===== src/inc/baa_pkg.sv =====
// Constants, types and helper functions of the blocked array address unit
package baa_pkg;

  // ****************************************************************
  // Operand and result widths
  // ****************************************************************
  localparam int OPERAND_W  = 64;
  localparam int OFFSET_W   = 32;
  localparam int DIM_CODE_W = 3;
  localparam int DEST_IDX_W = 5;

  // ****************************************************************
  // Integer coordinate fields of the packed first source operand
  // ****************************************************************
  localparam int X_INT_LSB  = 11;
  localparam int Y_INT_LSB  = 32;
  localparam int Z_INT_LSB  = 55;
  localparam int XY_INT_W   = 11;
  localparam int Z_INT_W    = 9;

  // ****************************************************************
  // Coordinate slices and blocked offset positions
  // ****************************************************************
  localparam int LOW_XY_W   = 2;
  localparam int MID_W      = 4;
  localparam int MID_LSB    = 2;
  localparam int Z_MID_LSB  = 1;
  localparam int UPPER_LSB  = 6;
  localparam int UPPER_W    = 5;
  localparam int Z_UP_LSB   = 5;
  localparam int Z_UP_W     = 4;
  localparam int POS_X_LO   = 0;
  localparam int POS_Y_LO   = 2;
  localparam int POS_Z_LO   = 4;
  localparam int POS_X_MID  = 5;
  localparam int POS_Y_MID  = 9;
  localparam int POS_Z_MID  = 13;
  localparam int POS_UPPER  = 17;

  // ****************************************************************
  // Dimension code limits
  // ****************************************************************
  localparam logic [DIM_CODE_W-1:0] DIM_CODE_MAX = 3'h5;
  localparam logic [DIM_CODE_W-1:0] DIM_CODE_MIN = 3'h0;

  typedef enum logic [1:0] {
    BAA_ELEM_BYTE = 2'b00,
    BAA_ELEM_HALF = 2'b01,
    BAA_ELEM_WORD = 2'b10
  } baa_elem_t;

  // Codes six and seven act as five; upper operand bits are ignored
  function automatic logic [DIM_CODE_W-1:0] baa_dim_clamp(
    input logic [OPERAND_W-1:0] op
  );
    logic [DIM_CODE_W-1:0] code;
    code = op[DIM_CODE_W-1:0];
    baa_dim_clamp = (code > DIM_CODE_MAX) ? DIM_CODE_MAX : code;
  endfunction : baa_dim_clamp

  // Element scaling shift: none, one or two places
  function automatic logic [1:0] baa_elem_shift(input logic [1:0] elem);
    case (elem)
      BAA_ELEM_HALF: baa_elem_shift = 2'h1;
      BAA_ELEM_WORD: baa_elem_shift = 2'h2;
      default:       baa_elem_shift = 2'h0;
    endcase
  endfunction : baa_elem_shift

endpackage : baa_pkg


===== src/design/baa_interleave.sv =====
// Combinational interleaver from packed coordinates to blocked offset
`timescale 1ns/10ps
`default_nettype none

module baa_interleave
  import baa_pkg::*;
(
  // Operands
  input  wire logic [OPERAND_W-1:0]  coord_operand,
  input  wire logic [DIM_CODE_W-1:0] dim_code,
  // Offset before element scaling
  output logic      [OFFSET_W-1:0]   blocked_offset
);

  logic [XY_INT_W-1:0] x_int;
  logic [XY_INT_W-1:0] y_int;
  logic [Z_INT_W-1:0]  z_int;
  logic [UPPER_W-1:0]  upper_mask;
  logic [OFFSET_W-1:0] x_up;
  logic [OFFSET_W-1:0] y_up;
  logic [OFFSET_W-1:0] z_up;
  logic [OFFSET_W-1:0] dim_double;

  // Fraction bits never reach the offset
  assign x_int = coord_operand[X_INT_LSB +: XY_INT_W];
  assign y_int = coord_operand[Y_INT_LSB +: XY_INT_W];
  assign z_int = coord_operand[Z_INT_LSB +: Z_INT_W];

  // Upper x and y bits beyond the dimension are masked off
  assign upper_mask = ~({UPPER_W{1'b1}} << dim_code);
  assign dim_double = OFFSET_W'({dim_code, 1'b0});

  always_comb begin
    x_up = OFFSET_W'(x_int[UPPER_LSB +: UPPER_W] & upper_mask);
    y_up = OFFSET_W'(y_int[UPPER_LSB +: UPPER_W] & upper_mask);
    z_up = OFFSET_W'(z_int[Z_UP_LSB +: Z_UP_W]);
    blocked_offset = '0;
    // Small 4x4x2 block: 64 bytes of halfword data
    blocked_offset[POS_X_LO +: LOW_XY_W] = x_int[LOW_XY_W-1:0];
    blocked_offset[POS_Y_LO +: LOW_XY_W] = y_int[LOW_XY_W-1:0];
    blocked_offset[POS_Z_LO]             = z_int[0];
    // Mid block: 64x64x32 elements
    blocked_offset[POS_X_MID +: MID_W] = x_int[MID_LSB +: MID_W];
    blocked_offset[POS_Y_MID +: MID_W] = y_int[MID_LSB +: MID_W];
    blocked_offset[POS_Z_MID +: MID_W] = z_int[Z_MID_LSB +: MID_W];
    // Upper fields stack by n; nothing lands above z upper
    blocked_offset = blocked_offset
                   | (x_up << POS_UPPER)
                   | (y_up << (OFFSET_W'(POS_UPPER) + OFFSET_W'(dim_code)))
                   | (z_up << (OFFSET_W'(POS_UPPER) + dim_double));
  end

endmodule : baa_interleave

`default_nettype wire


===== src/design/baa_array_addr.sv =====
// Blocked array address execution stage with one cycle of latency
`timescale 1ns/10ps
`default_nettype none

// Notes on behaviour
// - Dimension code 0..5 gives 64..2048 elements
// - Codes six, seven act as five
// - Three variants differ only in element size
// - Shift offset left 0, 1 or 2
// - Bits above z upper field are zero
// - Excess x and y integer bits ignored
// - Code zero puts z[8:5] at 20:17
// - Eleven x, y and nine z bits
// - All coordinates from one 64-bit operand
// - Offset written to destination register
// - Halfword offsets group 64-byte and 256-Kbyte blocks
module baa_array_addr
  import baa_pkg::*;
(
  // Clock and reset
  input  wire logic                  sys_clk,
  input  wire logic                  reset_n,
  // Issue from the integer pipeline
  input  wire logic                  issue_valid,
  input  wire logic [1:0]            issue_elem_size,
  input  wire logic [OPERAND_W-1:0]  first_source_operand,
  input  wire logic [OPERAND_W-1:0]  second_source_operand,
  input  wire logic [DEST_IDX_W-1:0] issue_dest_index,
  // Destination register write
  output logic                       dest_write_en_reg,
  output logic      [DEST_IDX_W-1:0] dest_index_reg,
  output logic      [OPERAND_W-1:0]  dest_value_reg,
  output logic                       exception_reg
);

  // ****************************************************************
  // Operand decode
  // ****************************************************************
  logic [DIM_CODE_W-1:0] dim_code;
  logic [OFFSET_W-1:0]   blocked_offset;
  logic [1:0]            elem_shift;
  logic [OPERAND_W-1:0]  dest_value_next;

  // Only the low three bits decide; the rest are don't-care
  assign dim_code   = baa_dim_clamp(second_source_operand);
  assign elem_shift = baa_elem_shift(issue_elem_size);

  baa_interleave baa_interleave_inst (
    .coord_operand  (first_source_operand),
    .dim_code       (dim_code),
    .blocked_offset (blocked_offset)
  );

  // Vacated low bits fill with zeros
  assign dest_value_next = OPERAND_W'(blocked_offset) << elem_shift;

  // ****************************************************************
  // Result registers
  // ****************************************************************
  always_ff @(posedge sys_clk or negedge reset_n) begin
    if (!reset_n) begin
      dest_write_en_reg <= 1'b0;
    end else begin
      dest_write_en_reg <= issue_valid;
    end
  end

  // Data flops load on issue only to save toggling
  always_ff @(posedge sys_clk or negedge reset_n) begin
    if (!reset_n) begin
      dest_index_reg <= '0;
      dest_value_reg <= '0;
    end else if (issue_valid) begin
      dest_index_reg <= issue_dest_index;
      dest_value_reg <= dest_value_next;
    end
  end

  // Any operand pattern is legal: no trap is ever reported
  always_ff @(posedge sys_clk or negedge reset_n) begin
    if (!reset_n) begin
      exception_reg <= 1'b0;
    end else begin
      exception_reg <= 1'b0;
    end
  end

  // ****************************************************************
  // Assertion helpers
  // ****************************************************************
  logic [OPERAND_W-1:0] top_bit_next;
  logic [OPERAND_W-1:0] live_mask_reg;

  // Lowest dead bit: just above z upper field, plus scaling
  assign top_bit_next = OPERAND_W'(POS_UPPER + Z_UP_W)
                      + OPERAND_W'({dim_code, 1'b0})
                      + OPERAND_W'(elem_shift);

  always_ff @(posedge sys_clk or negedge reset_n) begin
    if (!reset_n) begin
      live_mask_reg <= '0;
    end else if (issue_valid) begin
      live_mask_reg <= ~({OPERAND_W{1'b1}} << top_bit_next);
    end
  end
endmodule : baa_array_addr

`default_nettype wire


===== config.mk =====
export PLATFORM = sky130hd
export DESIGN_NAME = baa_array_addr
export DESIGN_NICKNAME = d
export VERILOG_FILES = /design/src/inc/baa_pkg.sv /design/src/design/baa_interleave.sv /design/src/design/baa_array_addr.sv
export SDC_FILE = /design/constraint.sdc
export NUM_CORES = 1
export LEC_CHECK = 0
export ABC_CLOCK_PERIOD_IN_PS = 900
export BUFFER_PORTS_ARGS = -buffer_cell sky130_fd_sc_hd__buf_4
export CELL_PAD_IN_SITES_DETAIL_PLACEMENT = 0
export CELL_PAD_IN_SITES_GLOBAL_PLACEMENT = 1
export CORE_ASPECT_RATIO = 0.75
export CORE_MARGIN = 1
export CORE_UTILIZATION = 26
export CTS_CLUSTER_DIAMETER = 50
export DETAILED_ROUTE_END_ITERATION = 10
export GPL_TIMING_DRIVEN = 0
export HOLD_SLACK_MARGIN = 0.03
export PLACE_DENSITY_LB_ADDON = 0.15
export SYNTH_ARGS = -nofsm -noshare
export SYNTH_HDL_FRONTEND = slang
export SYNTH_SLANG_ARGS = --single-unit

===== constraint.sdc =====
create_clock -name sys_clk -period 0.9 [get_ports sys_clk]
set_clock_uncertainty 0.2 [all_clocks]
set_input_delay 0.18 -clock sys_clk [delete_from_list [all_inputs] [get_ports sys_clk]]
set_output_delay 0.18 -clock sys_clk [all_outputs]
set_load 0.005 [all_outputs]

Yosys cells after proc, flatten, opt, wreduce, memory -nomap -nowiden. Index checks and enable logic that the tools add are counted.

Shifts and indexed selects: 4. $add $sub $neg: 2. Bitwise gates (word level): 6. Muxes and demuxes: 2. Equality and inequality tests: 2. Magnitude comparators: 1.

Operator list (count): bitwise OR 32 bit (2); << shifter 32 x 2 -> 64 bit (1); bitwise OR 17 x 32 -> 32 bit (1); << shifter 32 x 32 -> 32 bit (1); << shifter 4 x 32 -> 32 bit (1); bitwise AND 5 bit (2); adder 5 x 3 -> 6 bit, first input constant (1); adder 5 x 4 -> 6 bit, first input constant (1); NOT 5 bit (1); << shifter 5 x 3 -> 5 bit, first input constant (1); one-hot mux 2 bit (2 select lines) (1); > comparator 3 bit, second input constant (1); two-way mux 3 bit (1); equality test 2 x 1 -> 1 bit, second input constant (1); equality test 2 bit, second input constant (1).

Register bits: 70. Input bits: 138. Word-level logic and storage cells: 20. Output and inout port bits: 71.

Longest topological paths before layout.
Depth in word-level cells: 9. Depth in mapped cells: 14. Mapped depth without buffers: 11.

By module. From an unflattened synthesis, not the netlist that was laid out.

Cells, all modules: 404. Area total of the unflattened synthesis: 3856.2 um^2.

By module, submodules not included: baa_array_addr (times used 1, cells an instance 271, area an instance 2981.6 um^2, seq. area each 1026.0 um^2); baa_interleave (times used 1, cells an instance 133, area an instance 874.6 um^2, seq. area each 0.0 um^2).

Worst setup path before layout. Ideal clock, no wire load.

Kind: input to register. Start point: input second_source_operand[2]. End point: register dest_value_reg[17]. Stages: 14. Arrival time: 2.290 ns. Slack: -1.715 ns. Path buffers: 3. Cell sequence: buf_6 -> buf_4 -> nand2b_1 -> inv_1 -> ha_1 -> inv_1 -> ha_1 -> clkbuf_1 -> nor2_1 -> a31oi_1 -> nor2_1 -> a211oi_1 -> a21oi_1 -> mux2_2.

Longest elaborated chain between the ends: 9. Elaborated cells on any way between the ends: 14. Classes of those cells: add/sub (2); order compare (1); shift (4); mux (1); bitwise (6).

Ends and longest elaborated chain: start, declared (line baa_array_addr.sv:27) `input wire logic [OPERAND_W-1:0] second_source_operand,`; > comparator 3 bit (line baa_pkg.sv:58) `baa_dim_clamp = (code > DIM_CODE_MAX) ? DIM_CODE_MAX : code;`; two-way mux 3 bit * (line baa_pkg.sv:58); parallel branches: the longest is 5 deep, another holds adder 5 x 3 -> 6 bit; bitwise OR 32 bit * (line baa_interleave.sv:50) `| (z_up << (OFFSET_W'(POS_UPPER) + dim_double));`; << shifter 32 x 2 -> 64 bit * (line baa_array_addr.sv:55) `assign dest_value_next = OPERAND_W'(blocked_offset) << elem_shift;`; end signal, assigned (line baa_array_addr.sv:75) `dest_value_reg <= dest_value_next;`; end, declared (line baa_array_addr.sv:32) `output logic [OPERAND_W-1:0] dest_value_reg,`.

Mark *: on every way between the ends. A chain may end at the register's enable or synchronous reset.

Worst setup path after layout.
Start point: input second_source_operand[0]. End point: register dest_value_reg[18].

Same word-level chain as after synthesis.

==> summary by stage <==
Detailed routing
The wire length after detailed routing is 11400 um. The routed layout has 3362 vias. The routed via count divided by cell count is 4.70. The remaining routing DRC violations is 0. The first TritonRoute pass finished after 4 iterations. The first routing iteration left 144 violations. After detailed routing, the average wire length per cell comes to 15.9 um.

The detail route stage leaves a number of antenna-violating nets equal to 0.

Die
The effective utilization at floorplan is 26.9%. The core region is 11700 um2. The die is 97.3 um tall. The floorplan has 34 rows.

The I/O pin count is 209. The die is 129 um wide. The area enclosed by the die boundary is 12600 um2.

Global routing
The first global-routing pass estimated 18100 um of wire. The via count of the first global-routing pass is 3231. The total global routing overflow is 0.

Entering global routing, the biggest net connects 42 pins. Global routing consumed, over all layers together, 18.6% of the routing resources. The number of antenna violations at the first check in global routing is 0.

Setup path
The critical path startpoint category is an input port. Data on the critical path is required at its endpoint by 860 ps. At the worst endpoint, the arrival time is 2320 ps.

The signal on the critical path passes through buf_6 > buf_6 > a21oi_4 > inv_4 > ha_4 > inv_2 > ha_4 > and4b_4 > or4_4 > a211oi_4 > nor2_2 > o31ai_2 > o22ai_1. The critical path capture point type is a register. Of all nets on the critical path, the largest fanout is 3.

The stage delay of the slowest cell on the critical path is 520 ps. On the critical path, the stage with the largest delay is an instance of sky130_fd_sc_hd__or4_4. On the critical path the largest part of the delay comes from simple AND/OR/NAND/NOR gates.

The number of buffer and inverter stages on the critical path is 4. The critical path in this run is classified as input port to register.

Yosys
Measured against the total synthesized area, the mux share comes to 10.9%. Of the total synthesized cell area, the portion taken by XOR and XNOR cells is 0%. The number of enable flip-flop cells after synthesis is 0.

For this run, the leading register cell type out of synthesis is sky130_fd_sc_hd__dfrtp_1. The count of synthesis-stage warnings from yosys is 0. Of all cell types, the one taking the most synthesized area is sky130_fd_sc_hd__dfrtp_1.

After synthesis the cells add up to 3150 um2. The synthesized area per cell is 8.32 um2. The combinational family with the most area after synthesis is compound AO/OA/AOI/OAI gates.

For this run, asynchronously set or reset flops after synthesis account for 100%. After Yosys synthesis, full adders, half adders and majority gates account for 0.795% of the synthesized area. The synthesized netlist devotes 23.9% of its cell area to compound gates. Ranked by total cell area, the synthesized netlist is headed by sky130_fd_sc_hd__dfrtp_1 33%, sky130_fd_sc_hd__buf_4 7.9%, sky130_fd_sc_hd__mux2_2 6.4%. The post-synthesis share of cell area spent on and, or, nand and nor gates is 18.1%. The share of the synthesized area in the top cell type is 32.6%.

Counting distinct cell types in the post-synthesis netlist gives 56. The register bit total from synthesis is 41. Synthesis handed over a netlist of 378 instances. The portion of the post-synthesis area used by sequential elements is 32.6%.

Place
The congestion estimate from routability-driven global placement came to 0.884. Summed over all nets, the half-perimeter wirelength after detailed placement is 8020 um. The cell count after placement is 650. The worst slack at placement is -1930 ps. Input and output buffers added on the ports amount to 81.

Timing
The number of setup violations in the final report is 79. The tightest hold margin is -332 ps. The highest attainable clock frequency is 0.424 GHz. Across all setup checks in the final design, the least slack found is -1460 ps. The smallest clock period supported by the final layout is computed as 2360 ps. The final count of pins violating max slew was 0. The final number of hold-violating endpoints was 46. At the pin with the least slew margin, the transition time is 734 ps. Setup repair after global routing could not meet its margin everywhere. The period utilization is 262%.

Headroom to the max-slew limit came out at 50.4%.

Clock tree
The CTS tree is done. The number of clock buffers added by TritonCTS is 5. In this run the deepest clock path goes through 2 buffers. The root buffer selected by CTS is sky130_fd_sc_hd__clkbuf_16. After clock tree synthesis, the flow added hold-fix buffers numbering 1. The H-tree was split into 2 levels. The sink count of the clock tree is 41.

The worst-skew pair later-pin latency is 280 ps. Clock-pin slew was measured on the worst setup and hold paths at 60 ps.

Pwr
The logic gate share of total power is 40.4%. Net switching is 29.7% of the power. The share of total power dissipated in the clock network is 29.1%.

VDD sags by at most 683 uV. The total power per unit cell area is 1250 nW/um2. The static leakage is 2.72 nW. Registers are responsible for 30.5% of the overall power.

Summed over all nets, the switching power comes to 2.17 mW. The internal power of the cells totals 5.13 mW.

Layout
The number of cells in the finished layout apart from fillers is 715. Cells with a size suffix above 1 make up 57.0% of the layout. The final layout contains 692 nets. The register with the most flip-flops in the layout has 35 of them.

From synthesis to final layout, the design area changed by 85.5%. The repair_antennas step left the layout with diodes totalling 0.

Status
The checks that failed: negative hold slack, negative setup slack. The run finished, with violations left.

Min path
The worst min-delay path category is input port to asynchronous set/reset pin.

Job
Max-cap violations in this run came to 0.
-- worst reg2reg max path: cells and delay by family, from the launching register on --
kind / cells / cell delay, ps
flip-flops: 1 / 410
buffers and inverters: 1 / 120
multiplexers: 1 / 260
-- logic make-up after synthesis --
kind of cell,after synthesis
buffers and inverters,76
other,1
adders and majority gates,2
AOI/OAI and AO/OA,109
and+or+nand+nor,117
muxes,32
DFF,41
-- repair_timing --
item                                    4_1_cts  5_1_grt
gates resized for setup                     109       54
cloned                                        4        2
endpoints found under the setup margin       79       79
pin swaps                                    34       35
endpoints found under the hold margin        48       46
setup buffers                                33       22
-- area by class of cell --
class / instances / area [um2]
Tap cell: 162 / 203
Timing Repair Buffer: 140 / 1350
Multi-Input combinational cell: 290 / 2350
Clock inverter: 1 / 30.0
Fill cell: 1123 / 5860
Inverter: 17 / 82.6
Clock buffer: 7 / 143
Sequential cell: 41 / 1030
Buffer: 57 / 656
-- synthesized netlist by cell type, types with 4 or more instances --
master	number
sky130_fd_sc_hd__a22oi_1	6
sky130_fd_sc_hd__buf_4	33
sky130_fd_sc_hd__inv_1	16
sky130_fd_sc_hd__mux2i_1	14
sky130_fd_sc_hd__dfrtp_1	41
sky130_fd_sc_hd__mux2_2	18
sky130_fd_sc_hd__nor2b_1	8
sky130_fd_sc_hd__nand2_1	20
sky130_fd_sc_hd__o21a_1	6
sky130_fd_sc_hd__o211ai_1	7
sky130_fd_sc_hd__nand2b_1	7
sky130_fd_sc_hd__nand3_1	4
sky130_fd_sc_hd__o21ai_0	9
sky130_fd_sc_hd__clkbuf_1	22
sky130_fd_sc_hd__nor2_1	54
sky130_fd_sc_hd__nor3_1	4
sky130_fd_sc_hd__a211o_1	5
sky130_fd_sc_hd__o22ai_1	4
sky130_fd_sc_hd__a31oi_1	9
sky130_fd_sc_hd__a21oi_1	35
-- final timing paths --
| kind | from | to | slack (ps) | cells past startpoint |
|---|---|---|---|---|
| worst max register to register | dest_index_reg[4]$_DFFE_PN0P_ | dest_index_reg[4]$_DFFE_PN0P_ | -200 | 2 |
| worst min register to register | dest_value_reg[9]$_DFFE_PN0P_ | dest_value_reg[9]$_DFFE_PN0P_ | 320 | 1 |
| worst max-delay path | second_source_operand[0] | dest_value_reg[18]$_DFFE_PN0P_ | -1460 | 13 |
| worst min-delay path | reset_n | dest_value_reg[26]$_DFFE_PN0P_ | -330 | 1 |
| min in group sys_clk | issue_dest_index[0] | dest_index_reg[0]$_DFFE_PN0P_ | -70 | 2 |
| max in group asynchronous | reset_n | dest_value_reg[1]$_DFFE_PN0P_ | 440 | 1 |
-- cells in the final DEF (no fill, tap or decap), drive strengths merged, types with 14 or more instances in the layout --
cell type	netlist	layout
mux2	18	18
nand2	20	20
a21oi	36	36
buf	37	175
dfrtp	41	41
nor2	54	54
mux2i	14	14
conb	1	30
inv	16	15
clkbuf	22	28
-- power by group through the flow --
stage                     sequential, mW  clock, mW  combinational (mW)
after floorplan                     2.21          0                1.30
after global placement              2.21          0                2.13
after detailed placement            2.21          0                2.14
after CTS                           2.22       2.18                2.65
after global routing                2.24       2.27                3.17
final                               2.22       2.12                2.95
-- routing by layer --
metal	routed length, um	track usage [%]	vias up
li1	-	-	1649
met1	5790	28.3	1620
met2	4940	27.4	91
met3	614	3.58	2
met4	29	2.71	0
met5	0	0	-
-- stage by stage --
stage | area, um2 | TNS, ps | utilization [%] | power [mW] | hold WS [ps]
floorplan | 3710 | -25320 | - | 3.51 | -316
global placement | 4520 | -35320 | 38.7 | 4.34 | 5.32
detailed placement | 4520 | -35260 | 38.7 | 4.36 | 14.0
CTS | 5470 | -33370 | 46.8 | 7.05 | -291
global route | 5840 | -36590 | 49.9 | 7.68 | -280
finish | 5840 | -33850 | 49.9 | 7.29 | -332
(Power assumes the default switching activity.)
